===== src/design/adc_seq_regs.vh =====
`ifndef ADC_SEQ_REGS_VH
`define ADC_SEQ_REGS_VH

// Register indices (byte address = index * 4)
`define IDX_MODE        8'h00
`define IDX_DATA_FIRST  8'h02
`define IDX_DATA_LAST   8'h09
`define IDX_INTCFG      8'h12
`define IDX_SLPCFG      8'h13
`define IDX_ACQCFG      8'h14
`define IDX_PWRCFG      8'h15
`define IDX_STATUS      8'h17

// Reset values
`define RST_MODE        8'h00
`define RST_INTCFG      8'hE0
`define RST_SLPCFG      8'h00
`define RST_ACQCFG      8'h00
`define RST_PWRCFG      8'h00

// Field positions
`define MODE_HI         7
`define MODE_LO         2
`define INTCFG_PER_CONV 3
`define INTCFG_BUSY     2
`define INTCFG_POL      1
`define SLPCFG_STOP     6
`define PWRCFG_AMP_EN   5
`define PWRCFG_AMP_POL  6

// Mode codes
`define MODE_IDLE       6'h00
`define MODE_AWAKE      6'h20
`define MODE_MSINGLE    6'h30
`define MODE_MSCAN      6'h32
`define MODE_ASINGLE    6'h33
`define MODE_ASCAN      6'h3B
`define MODE_ASLEEP     6'h39

// Timing
`define CLK_MHZ         25
`define PU_STEP_US      2
`define ACQ_STEP_US     2
`define ACQ_MIN_US      6
`define CONV_US         4
`define SLEEP_UNIT_US   10
`define PU_STEP_CYC     (`PU_STEP_US * `CLK_MHZ)
`define ACQ_STEP_CYC    (`ACQ_STEP_US * `CLK_MHZ)
`define ACQ_MIN_CYC     (`ACQ_MIN_US * `CLK_MHZ)
`define CONV_CYC        (`CONV_US * `CLK_MHZ)
`define SLEEP_UNIT_CYC  (`SLEEP_UNIT_US * `CLK_MHZ)

`endif


===== src/design/adc_mode_sequencer.v =====
// Notes on behaviour
// - Awake keeps everything powered, converter ready
// - Idle powers everything down, no conversions
// - Manual single: power-up, acquire, convert once
// - Zero power-up field skips the wait
// - Acquisition length from five-bit config field
// - After manual single, wait for new mode
// - Power-up only on first converting mode after reset or idle
// - Manual single may repeat without awake
// - Manual scan: four channels, acquire each
// - Scan advances channel, wraps three to zero
// - Result stored by converted channel number
// - Scan results per conversion; ready each/all
// - Manual scan may repeat without awake
// - Auto single converts same channel continuously
// - Alarm either stops or continues auto modes
// - Auto scan converts all channels continuously
// - Auto single sleep: sleep after each conversion
// - Amplifier control disabled during every sleep
// - Mode starts at trailing acknowledge edge
// - Busy or data ready routed to interrupt
// - Acquisition is field times 2us plus 6us
// - Power-up is field times 2us
// - Conversion takes fixed 4us
// - Mode codes decode as documented
`include "adc_seq_regs.vh"
`default_nettype none

module adc_mode_sequencer (
    input  wire        clk,
    input  wire        resetn,
    input  wire        ce,
    input  wire        psel,
    input  wire        penable,
    input  wire        pwrite,
    input  wire [9:0]  paddr,
    input  wire [31:0] pwdata,
    output reg  [31:0] prdata,
    output reg         pready,
    output reg         pslverr,
    input  wire        scl_in,
    input  wire [11:0] adc_data_in,
    input  wire        alarm_in,
    output reg         converter_power_on,
    output reg         amp_power_control_out,
    output reg         conv_start,
    output reg  [1:0]  mux_sel,
    output reg         int_out
);

    localparam [6:0] ST_IDLE  = 7'h01;
    localparam [6:0] ST_AWAKE = 7'h02;
    localparam [6:0] ST_PWRUP = 7'h04;
    localparam [6:0] ST_ACQ   = 7'h08;
    localparam [6:0] ST_CONV  = 7'h10;
    localparam [6:0] ST_SLEEP = 7'h20;
    localparam [6:0] ST_DONE  = 7'h40;

    // Counter preload for an interval of n cycles; the counter ends at zero
    function [15:0] cycles_to_load;
        input [31:0] n;
        reg   [31:0] t;
        begin
            t              = n - 32'h0000_0001;
            cycles_to_load = t[15:0];
        end
    endfunction

    function [15:0] cnt_dec;
        input [15:0] c;
        begin
            cnt_dec = c - 16'h0001;
        end
    endfunction

    function [15:0] acq_load;
        input [4:0] f;
        reg   [31:0] t;
        begin
            t        = {27'h0000000, f} * `ACQ_STEP_CYC + `ACQ_MIN_CYC;
            acq_load = cycles_to_load(t);
        end
    endfunction

    // A zero field wraps here; the sequencer never loads it
    function [15:0] pu_load;
        input [4:0] f;
        reg   [31:0] t;
        begin
            t       = {27'h0000000, f} * `PU_STEP_CYC;
            pu_load = cycles_to_load(t);
        end
    endfunction

    function [15:0] sleep_load;
        input [2:0] f;
        reg   [31:0] t;
        begin
            t          = ({29'h00000000, f} + 32'h0000_0001) * `SLEEP_UNIT_CYC;
            sleep_load = cycles_to_load(t);
        end
    endfunction

    function is_scan_mode;
        input [5:0] m;
        begin
            is_scan_mode = (m == `MODE_MSCAN) || (m == `MODE_ASCAN);
        end
    endfunction

    // Modes that keep converting until the next mode write or an alarm stop
    function is_auto_mode;
        input [5:0] m;
        begin
            is_auto_mode = (m == `MODE_ASINGLE) || (m == `MODE_ASCAN) ||
                           (m == `MODE_ASLEEP);
        end
    endfunction

    reg [5:0]  mode_q;
    reg [1:0]  sel_q;
    reg [7:0]  intcfg_q;
    reg [7:0]  slpcfg_q;
    reg [7:0]  acqcfg_q;
    reg [7:0]  pwrcfg_q;
    reg [11:0] res_q [0:3];
    reg        pend_q;
    reg        scl_s1_q;
    reg        scl_s2_q;
    reg        scl_s3_q;
    reg [6:0]  state_q;
    reg [15:0] cnt_q;
    reg [2:0]  left_q;
    reg        scan_q;
    reg        auto_q;
    reg        sleepy_q;
    reg        pu_done_q;
    reg [1:0]  last_ch_q;
    reg        dready_q;
    reg        busy_q;

    wire [7:0] idx       = paddr[9:2];
    wire       access    = psel & penable & pready;
    wire       wr        = access & pwrite;
    wire       rd        = access & ~pwrite;
    wire       is_data   = (idx >= `IDX_DATA_FIRST) && (idx <= `IDX_DATA_LAST);
    wire [7:0] data_off  = idx - `IDX_DATA_FIRST;
    wire [1:0] data_ch   = data_off[2:1];
    // Falling link clock edge ends the acknowledge of a mode write
    wire       ack_edge  = scl_s3_q & ~scl_s2_q;
    wire       start     = pend_q & ack_edge;
    wire       mode_wr   = wr && (idx == `IDX_MODE);
    wire       cnt_zero  = (cnt_q == 16'h0000);
    wire       conv_end  = (state_q == ST_CONV) && cnt_zero;
    wire       alarm_stop = auto_q & slpcfg_q[`SLPCFG_STOP] & alarm_in;
    wire       last_conv = (left_q == 3'h1) & ~auto_q;
    wire       skip_pu   = pu_done_q | (pwrcfg_q[4:0] == 5'h00);

    reg        mapped;
    reg [31:0] rdata;
    always @* begin
        mapped = 1'b1;
        rdata  = 32'h0000_0000;
        if (is_data) begin
            if (data_off[0])
                rdata[7:0] = {res_q[data_ch][3:0], 4'h0};
            else
                rdata[7:0] = res_q[data_ch][11:4];
        end else begin
            case (idx)
                `IDX_MODE:   rdata[7:0] = {mode_q, last_ch_q};
                `IDX_INTCFG: rdata[7:0] = intcfg_q;
                `IDX_SLPCFG: rdata[7:0] = slpcfg_q;
                `IDX_ACQCFG: rdata[7:0] = acqcfg_q;
                `IDX_PWRCFG: rdata[7:0] = pwrcfg_q;
                `IDX_STATUS: rdata[8:0] = {state_q, dready_q, busy_q};
                default:     mapped = 1'b0;
            endcase
        end
    end

    // Bus slave, one wait state per transfer
    always @(posedge clk) begin
        if (!resetn) begin
            pready  <= 1'b0;
            pslverr <= 1'b0;
            prdata  <= 32'h0000_0000;
        end else if (ce) begin
            if (psel && penable && !pready) begin
                pready  <= 1'b1;
                pslverr <= ~mapped;
                prdata  <= pwrite ? 32'h0000_0000 : rdata;
            end else begin
                pready  <= 1'b0;
                pslverr <= 1'b0;
            end
        end
    end

    // Config registers
    always @(posedge clk) begin
        if (!resetn) begin
            mode_q   <= `MODE_IDLE;
            sel_q    <= 2'h0;
            intcfg_q <= `RST_INTCFG;
            slpcfg_q <= `RST_SLPCFG;
            acqcfg_q <= `RST_ACQCFG;
            pwrcfg_q <= `RST_PWRCFG;
        end else if (ce && wr) begin
            case (idx)
                `IDX_MODE: begin
                    mode_q <= pwdata[`MODE_HI:`MODE_LO];
                    sel_q  <= pwdata[1:0];
                end
                `IDX_INTCFG: intcfg_q <= pwdata[7:0];
                // Unused bits stay zero on read back
                `IDX_SLPCFG: slpcfg_q <= pwdata[7:0] & 8'h77;
                `IDX_ACQCFG: acqcfg_q <= pwdata[7:0] & 8'h1F;
                `IDX_PWRCFG: pwrcfg_q <= pwdata[7:0];
                default: ;
            endcase
        end
    end

    // Link clock synchroniser and pending mode start
    // Stages reset to the idle-high line, so reset gives no false edge
    always @(posedge clk) begin
        if (!resetn) begin
            scl_s1_q <= 1'b1;
            scl_s2_q <= 1'b1;
            scl_s3_q <= 1'b1;
            pend_q   <= 1'b0;
        end else if (ce) begin
            scl_s1_q <= scl_in;
            scl_s2_q <= scl_s1_q;
            scl_s3_q <= scl_s2_q;
            if (mode_wr)
                pend_q <= 1'b1;
            else if (ack_edge)
                pend_q <= 1'b0;
        end
    end

    // Sequencer
    always @(posedge clk) begin
        if (!resetn) begin
            state_q    <= ST_IDLE;
            cnt_q      <= 16'h0000;
            left_q     <= 3'h0;
            scan_q     <= 1'b0;
            auto_q     <= 1'b0;
            sleepy_q   <= 1'b0;
            pu_done_q  <= 1'b0;
            mux_sel    <= 2'h0;
            last_ch_q  <= 2'h0;
            conv_start <= 1'b0;
            res_q[0]   <= 12'h000;
            res_q[1]   <= 12'h000;
            res_q[2]   <= 12'h000;
            res_q[3]   <= 12'h000;
        end else if (ce) begin
            conv_start <= 1'b0;
            if (start) begin
                mux_sel  <= sel_q;
                scan_q   <= is_scan_mode(mode_q);
                auto_q   <= is_auto_mode(mode_q);
                sleepy_q <= (mode_q == `MODE_ASLEEP);
                left_q   <= (mode_q == `MODE_MSCAN) ? 3'h4 : 3'h1;
                case (mode_q)
                    `MODE_IDLE: begin
                        // Idle forgets the power-up, so the next run waits again
                        state_q   <= ST_IDLE;
                        pu_done_q <= 1'b0;
                    end
                    `MODE_MSINGLE, `MODE_MSCAN, `MODE_ASINGLE, `MODE_ASCAN,
                    `MODE_ASLEEP: begin
                        // Repeated manual commands restart here directly
                        if (skip_pu) begin
                            state_q <= ST_ACQ;
                            cnt_q   <= acq_load(acqcfg_q[4:0]);
                        end else begin
                            state_q <= ST_PWRUP;
                            cnt_q   <= pu_load(pwrcfg_q[4:0]);
                        end
                    end
                    default: state_q <= ST_AWAKE;
                endcase
            end else begin
                case (state_q)
                    ST_PWRUP: begin
                        if (cnt_zero) begin
                            pu_done_q <= 1'b1;
                            state_q   <= ST_ACQ;
                            cnt_q     <= acq_load(acqcfg_q[4:0]);
                        end else
                            cnt_q <= cnt_dec(cnt_q);
                    end
                    ST_ACQ: begin
                        if (cnt_zero) begin
                            state_q    <= ST_CONV;
                            conv_start <= 1'b1;
                            cnt_q      <= cycles_to_load(`CONV_CYC);
                        end else
                            cnt_q <= cnt_dec(cnt_q);
                    end
                    ST_CONV: begin
                        if (cnt_zero) begin
                            // Converter result is valid on the last conversion cycle
                            res_q[mux_sel] <= adc_data_in;
                            last_ch_q      <= mux_sel;
                            left_q         <= left_q - 3'h1;
                            if (scan_q)
                                mux_sel <= mux_sel + 2'h1;
                            if (alarm_stop || last_conv) begin
                                state_q <= ST_DONE;
                            end else if (sleepy_q) begin
                                state_q <= ST_SLEEP;
                                cnt_q   <= sleep_load(slpcfg_q[2:0]);
                            end else begin
                                state_q <= ST_ACQ;
                                cnt_q   <= acq_load(acqcfg_q[4:0]);
                            end
                        end else
                            cnt_q <= cnt_dec(cnt_q);
                    end
                    ST_SLEEP: begin
                        if (cnt_zero) begin
                            state_q <= ST_ACQ;
                            cnt_q   <= acq_load(acqcfg_q[4:0]);
                        end else
                            cnt_q <= cnt_dec(cnt_q);
                    end
                    ST_IDLE, ST_AWAKE, ST_DONE: cnt_q <= 16'h0000;
                    default: state_q <= ST_IDLE;
                endcase
            end
        end
    end

    // Busy, data ready, interrupt routing, power outputs
    always @(posedge clk) begin
        if (!resetn) begin
            busy_q                <= 1'b0;
            dready_q              <= 1'b0;
            int_out               <= 1'b0;
            converter_power_on    <= 1'b0;
            amp_power_control_out <= 1'b0;
        end else if (ce) begin
            busy_q <= (state_q == ST_PWRUP) || (state_q == ST_ACQ) ||
                      (state_q == ST_CONV);
            // Per-conversion or end-of-scan ready; set wins over read clear
            if (conv_end && (!scan_q || auto_q || intcfg_q[`INTCFG_PER_CONV] ||
                             left_q == 3'h1))
                dready_q <= 1'b1;
            else if (rd && is_data && data_off[0])
                dready_q <= 1'b0;
            int_out <= (intcfg_q[`INTCFG_BUSY] ? busy_q : dready_q) ^
                       ~intcfg_q[`INTCFG_POL];
            converter_power_on <= (state_q != ST_IDLE) && (state_q != ST_SLEEP);
            if ((state_q == ST_IDLE) || (state_q == ST_SLEEP) ||
                !pwrcfg_q[`PWRCFG_AMP_EN])
                amp_power_control_out <= ~pwrcfg_q[`PWRCFG_AMP_POL];
            else
                amp_power_control_out <= pwrcfg_q[`PWRCFG_AMP_POL];
        end
    end

endmodule // adc_mode_sequencer

`default_nettype wire


===== config.mk =====
export PLATFORM = sky130hd
export DESIGN_NAME = adc_mode_sequencer
export DESIGN_NICKNAME = d
export VERILOG_FILES = /design/src/design/adc_mode_sequencer.v
export VERILOG_INCLUDE_DIRS = /design/src /design/src/design
export SDC_FILE = /design/constraint.sdc
export NUM_CORES = 1
export LEC_CHECK = 0
export BUFFER_PORTS_ARGS = -buffer_cell sky130_fd_sc_hd__buf_4
export CORE_MARGIN = 10
export CORE_UTILIZATION = 65
export DETAILED_ROUTE_END_ITERATION = 10
export GPL_TIMING_DRIVEN = 0
export PLACE_DENSITY = 0.89
export SYNTH_ARGS = -nofsm -noshare
export SYNTH_HDL_FRONTEND = slang
export SYNTH_SLANG_ARGS = --single-unit

===== constraint.sdc =====
create_clock -name clk -period 8.7 [get_ports clk]
set_clock_uncertainty 0.2 [all_clocks]
set_input_delay 1.305 -clock clk [delete_from_list [all_inputs] [get_ports clk]]
set_output_delay 1.305 -clock clk [all_outputs]
set_load 0.005 [all_outputs]

==> results <==
- The total number of vias is 8664.
- Pin placement for this block handled 102 I/O pins.
- The area of all sequential standard cells is 0.00324 mm2.
- Entering global routing, the biggest net connects 17 pins.
- The overall die width is 141 um.
- The CTS sink count is 138.
- The highest fanout seen on the critical path is 12.
- The maximum operating frequency is approximately 0.18 GHz.
- At the worst endpoint, the required time is 8.85 ns.
- The overall fraction of global-route tracks in use is 27.2%.
- The number of warnings printed during yosys synthesis is 0.
- Across the run, the number of max-cap violations was 0.
- The power per cell area is 140 mW/mm2.
- For this block, the initial DRC count from the detailed router was 1385.
- The share of the Yosys chip area taken by registers is about a third.
- The number of buffers on the longest clock path is 2.
- The detail-routed net length per standard cell is 21.0 um.
- The number of buffers inserted for hold repair after clock tree synthesis is 0.
- The pre-CTS setup slack is about 3.3 ns.
- The setup fix buffers added after clock tree synthesis is 0.
- The detail route stage leaves a number of antenna-violating nets equal to 0.
- The class of the tightest hold or removal check is flop to flop.
- The netlist area before placement is 0.00944 mm2.
- The number of global-route vias before repair came to 8319.
- Leaving out fill and tap cells, the most frequent cell in the layout is nor2_1.
- The actual slew at the worst max-slew pin is 0.796 ns.
- The count of buffers added on input and output ports is 50.
- The global-route congestion overflow total is 0.
- At the later pin of the worst-skew pair, clock insertion delay measures about 0.43 ns.
- The initial standard-cell utilization of the core is 67.2%.
- The first global-routing pass estimated 43.7 mm of wire.
- The TritonCTS clock tree is built.
- Clock-pin slew was measured on the worst setup and hold paths at 0.07 ns.
- Dividing the synthesized area by the synthesized cell count gives 9.23 um2.
- Compared with the post-synthesis result, the final layout area differs by 13.4%.
- The post-synthesis async set-or-reset flop share is 0%.
- The routed design could run at a clock period as short as around 5.5 ns.
- The core footprint is 0.0140 mm2.
- Measured along the y axis, the die boundary spans 141 um.
- The period utilization is a little over three fifths.
- The remaining design rule violation count is 0.
- The number of iterations in the first detailed-routing pass is 9.
- The headroom to the max-slew limit is 47.0%.
- The layout cell share with drive strength beyond 1 is 14.5%.
- The die covers 0.0197 mm2.
- The wire-length estimate of the detail-placed layout is 19.6 mm.
- The library cells used most frequently in the layout, excluding fill and tap cells, are nor2_1, dfxtp_1, buf_4, ha_1, nand2_1.
- STA classifies the critical path startpoint as a flop.
- The tree is rooted in a clkbuf_16.
- The main flop type after synthesis is dfxtp_1.
- Setup violations remaining at the end of the flow were counted as 0.
- The setup slack of the critical path after layout is between 3 and 4 ns.
- The number of cell rows is 43.
- For this design the static power due to leakage is 4.28 nW.
- The fill cell instance count of the final layout is 939.
- The cell count after synthesis came out at 1023.
- Synthesis instantiated 91 different standard cells from the library.
- The number of clock buffers added by TritonCTS is 17.
- At the end of routability-driven placement, the weighted congestion stood at roughly 1.
- The start-to-end type of the worst setup path is flop to flop.
- The worst-case vdd ir drop is 146 uV.
- The number of H-tree levels is 4.
- The total count of hold-check failures in the final report is 0.
- The run finished with clean final reports.
- Counting flops and latches in the post-synthesis netlist gives 138.
- The area occupied by multi-input gates is approximately 0.0057 mm2.
- The slack of the worst reg-to-reg path is 3.25 ns.
- Counting flops with a built-in enable in the synthesized netlist gives 48.
- After the last flow step, the layout net total stands at around 1200.
- The number of max-slew violations in the final report is 0.
- The number of antenna violations at the first check in global routing is 0.
- The aggregate routed wire length is around 28 mm.
- The post-cts repair resize count is 0.
- Using the TritonRoute via totals, the vias-per-cell ratio works out to 6.62.
- Setup repair after global routing left no endpoint under its margin.
- The sum of negative setup slack is 0 ns.
- For the worst setup path, the data arrival time is 5.61 ns.
- The type of element capturing the critical path is a flop.
- 0 antenna diodes ended up in the layout.
==> worst max-delay path, stage by stage, from the launching register on <==
cell	delay, ns
dfxtp_1	0.73
inv_1	0.32
ha_1	0.60
inv_1	0.10
fa_1	0.57
fa_1	0.57
inv_1	0.04
ha_1	0.35
nand3_1	0.19
a2111oi_0	0.40
mux2i_1	0.25
a2111oi_4	0.41
a21oi_2	0.15
a31o_1	0.23
a311oi_2	0.24
==> synth_stat cells, types with 11 or more instances <==
library cell | n | area share [%]
nor2_1 | 107 | 4.3
dfxtp_1 | 90 | 19
ha_1 | 58 | 7.7
nand2_1 | 57 | 2.3
and2_1 | 55 | 3.6
mux2i_1 | 53 | 5.6
a21oi_1 | 49 | 2.6
edfxtp_1 | 48 | 15
clkbuf_1 | 45 | 1.8
inv_1 | 42 | 1.7
nand3_1 | 35 | 1.9
o21ai_0 | 35 | 1.9
buf_4 | 24 | 1.9
xnor2_1 | 22 | 2.0
xor2_1 | 22 | 2.0
nor3_1 | 16 | 0.85
and3_1 | 14 | 0.93
nor2b_1 | 14 | 0.93
a22oi_1 | 13 | 1.0
nand2b_1 | 13 | 0.86
a211oi_1 | 12 | 0.95
mux4_2 | 12 | 2.9
a31oi_1 | 11 | 0.73
==> logic make-up (layout without fill, tap and decap cells) <==
kind of cell / Yosys count / after routing / share of synthesized area, %
other: 1 / 23 / 0.0397
buffers and inverters: 121 / 205 / 6.22
adders and majority gates: 67 / 67 / 9.59
xor gates and xnor gates: 44 / 44 / 4.08
AOI/OAI and AO/OA: 207 / 207 / 15.4
DFF: 138 / 138 / 34.3
and+or+nand+nor: 377 / 377 / 21.4
muxes: 68 / 68 / 8.84
==> through the flow <==
stage | cell area (um2) | hold slack [ns] | std cells | total power, mW | utilization (%)
floorplan | 9520 | 0.240 | 1045 | 0.772 | -
global placement | 10100 | 0.249 | 1275 | 0.812 | 72.1
detailed placement | 10100 | 0.253 | 1277 | 0.815 | 72.3
CTS | 10700 | 0.265 | 1309 | 1.49 | 76.2
global route | 10700 | 0.299 | 1309 | 1.54 | 76.2
finish | 10700 | 0.263 | 1309 | 1.50 | 76.2
==> final timing paths <==
path | from | endpoint | cells past startpoint
worst min-delay path | prdata[6]$_SDFFE_PN0P_ | prdata[6]$_SDFFE_PN0P_ | 2
worst max-delay path | slpcfg_q[0]$_SDFFE_PN0P_ | cnt_q[13]$_SDFFE_PN0P_ | 14
worst max register to register | slpcfg_q[0]$_SDFFE_PN0P_ | cnt_q[13]$_SDFFE_PN0P_ | 14
worst min register to register | prdata[6]$_SDFFE_PN0P_ | prdata[6]$_SDFFE_PN0P_ | 2
==> layout make-up <==
type	count	area share, %
tap	180	2.10
buffer	79	4.01
inverter	42	1.47
clock buffer	17	3.97
multi-input combinational	786	53.2
timing repair buffer	52	3.68
clock inverter	15	1.22
sequential	138	30.3
==> layer usage <==
| layer | vias to the layer above | track usage, % | wire length [um] |
|---|---|---|---|
| met5 | - | 0 | 0 |
| met2 | 600 | 43.0 | 12600 |
| met1 | 4081 | 34.1 | 10500 |
| li1 | 3860 | - | - |
| met4 | 0 | 11.1 | 1150 |
| met3 | 123 | 7.71 | 3210 |
==> power by group <==
part           leakage, nW  switching [mW]  internal (mW)
registers             1.21         0.00707          0.679
logic                 2.80          0.0718         0.0496
clock network        0.265           0.322          0.374
==> flip-flops by register name (all words and copies together) (netlist names), 2 cells and up <==
name	cells
prdata	9
acqcfg_q	5
pwrcfg_q	8
intcfg_q	8
res_q	48
mux_sel	2
last_ch_q	2
sel_q	2
slpcfg_q	6
left_q	3
mode_q	6
cnt_q	16
state_q	7
Note: power is estimated with default switching activity, not from simulation.
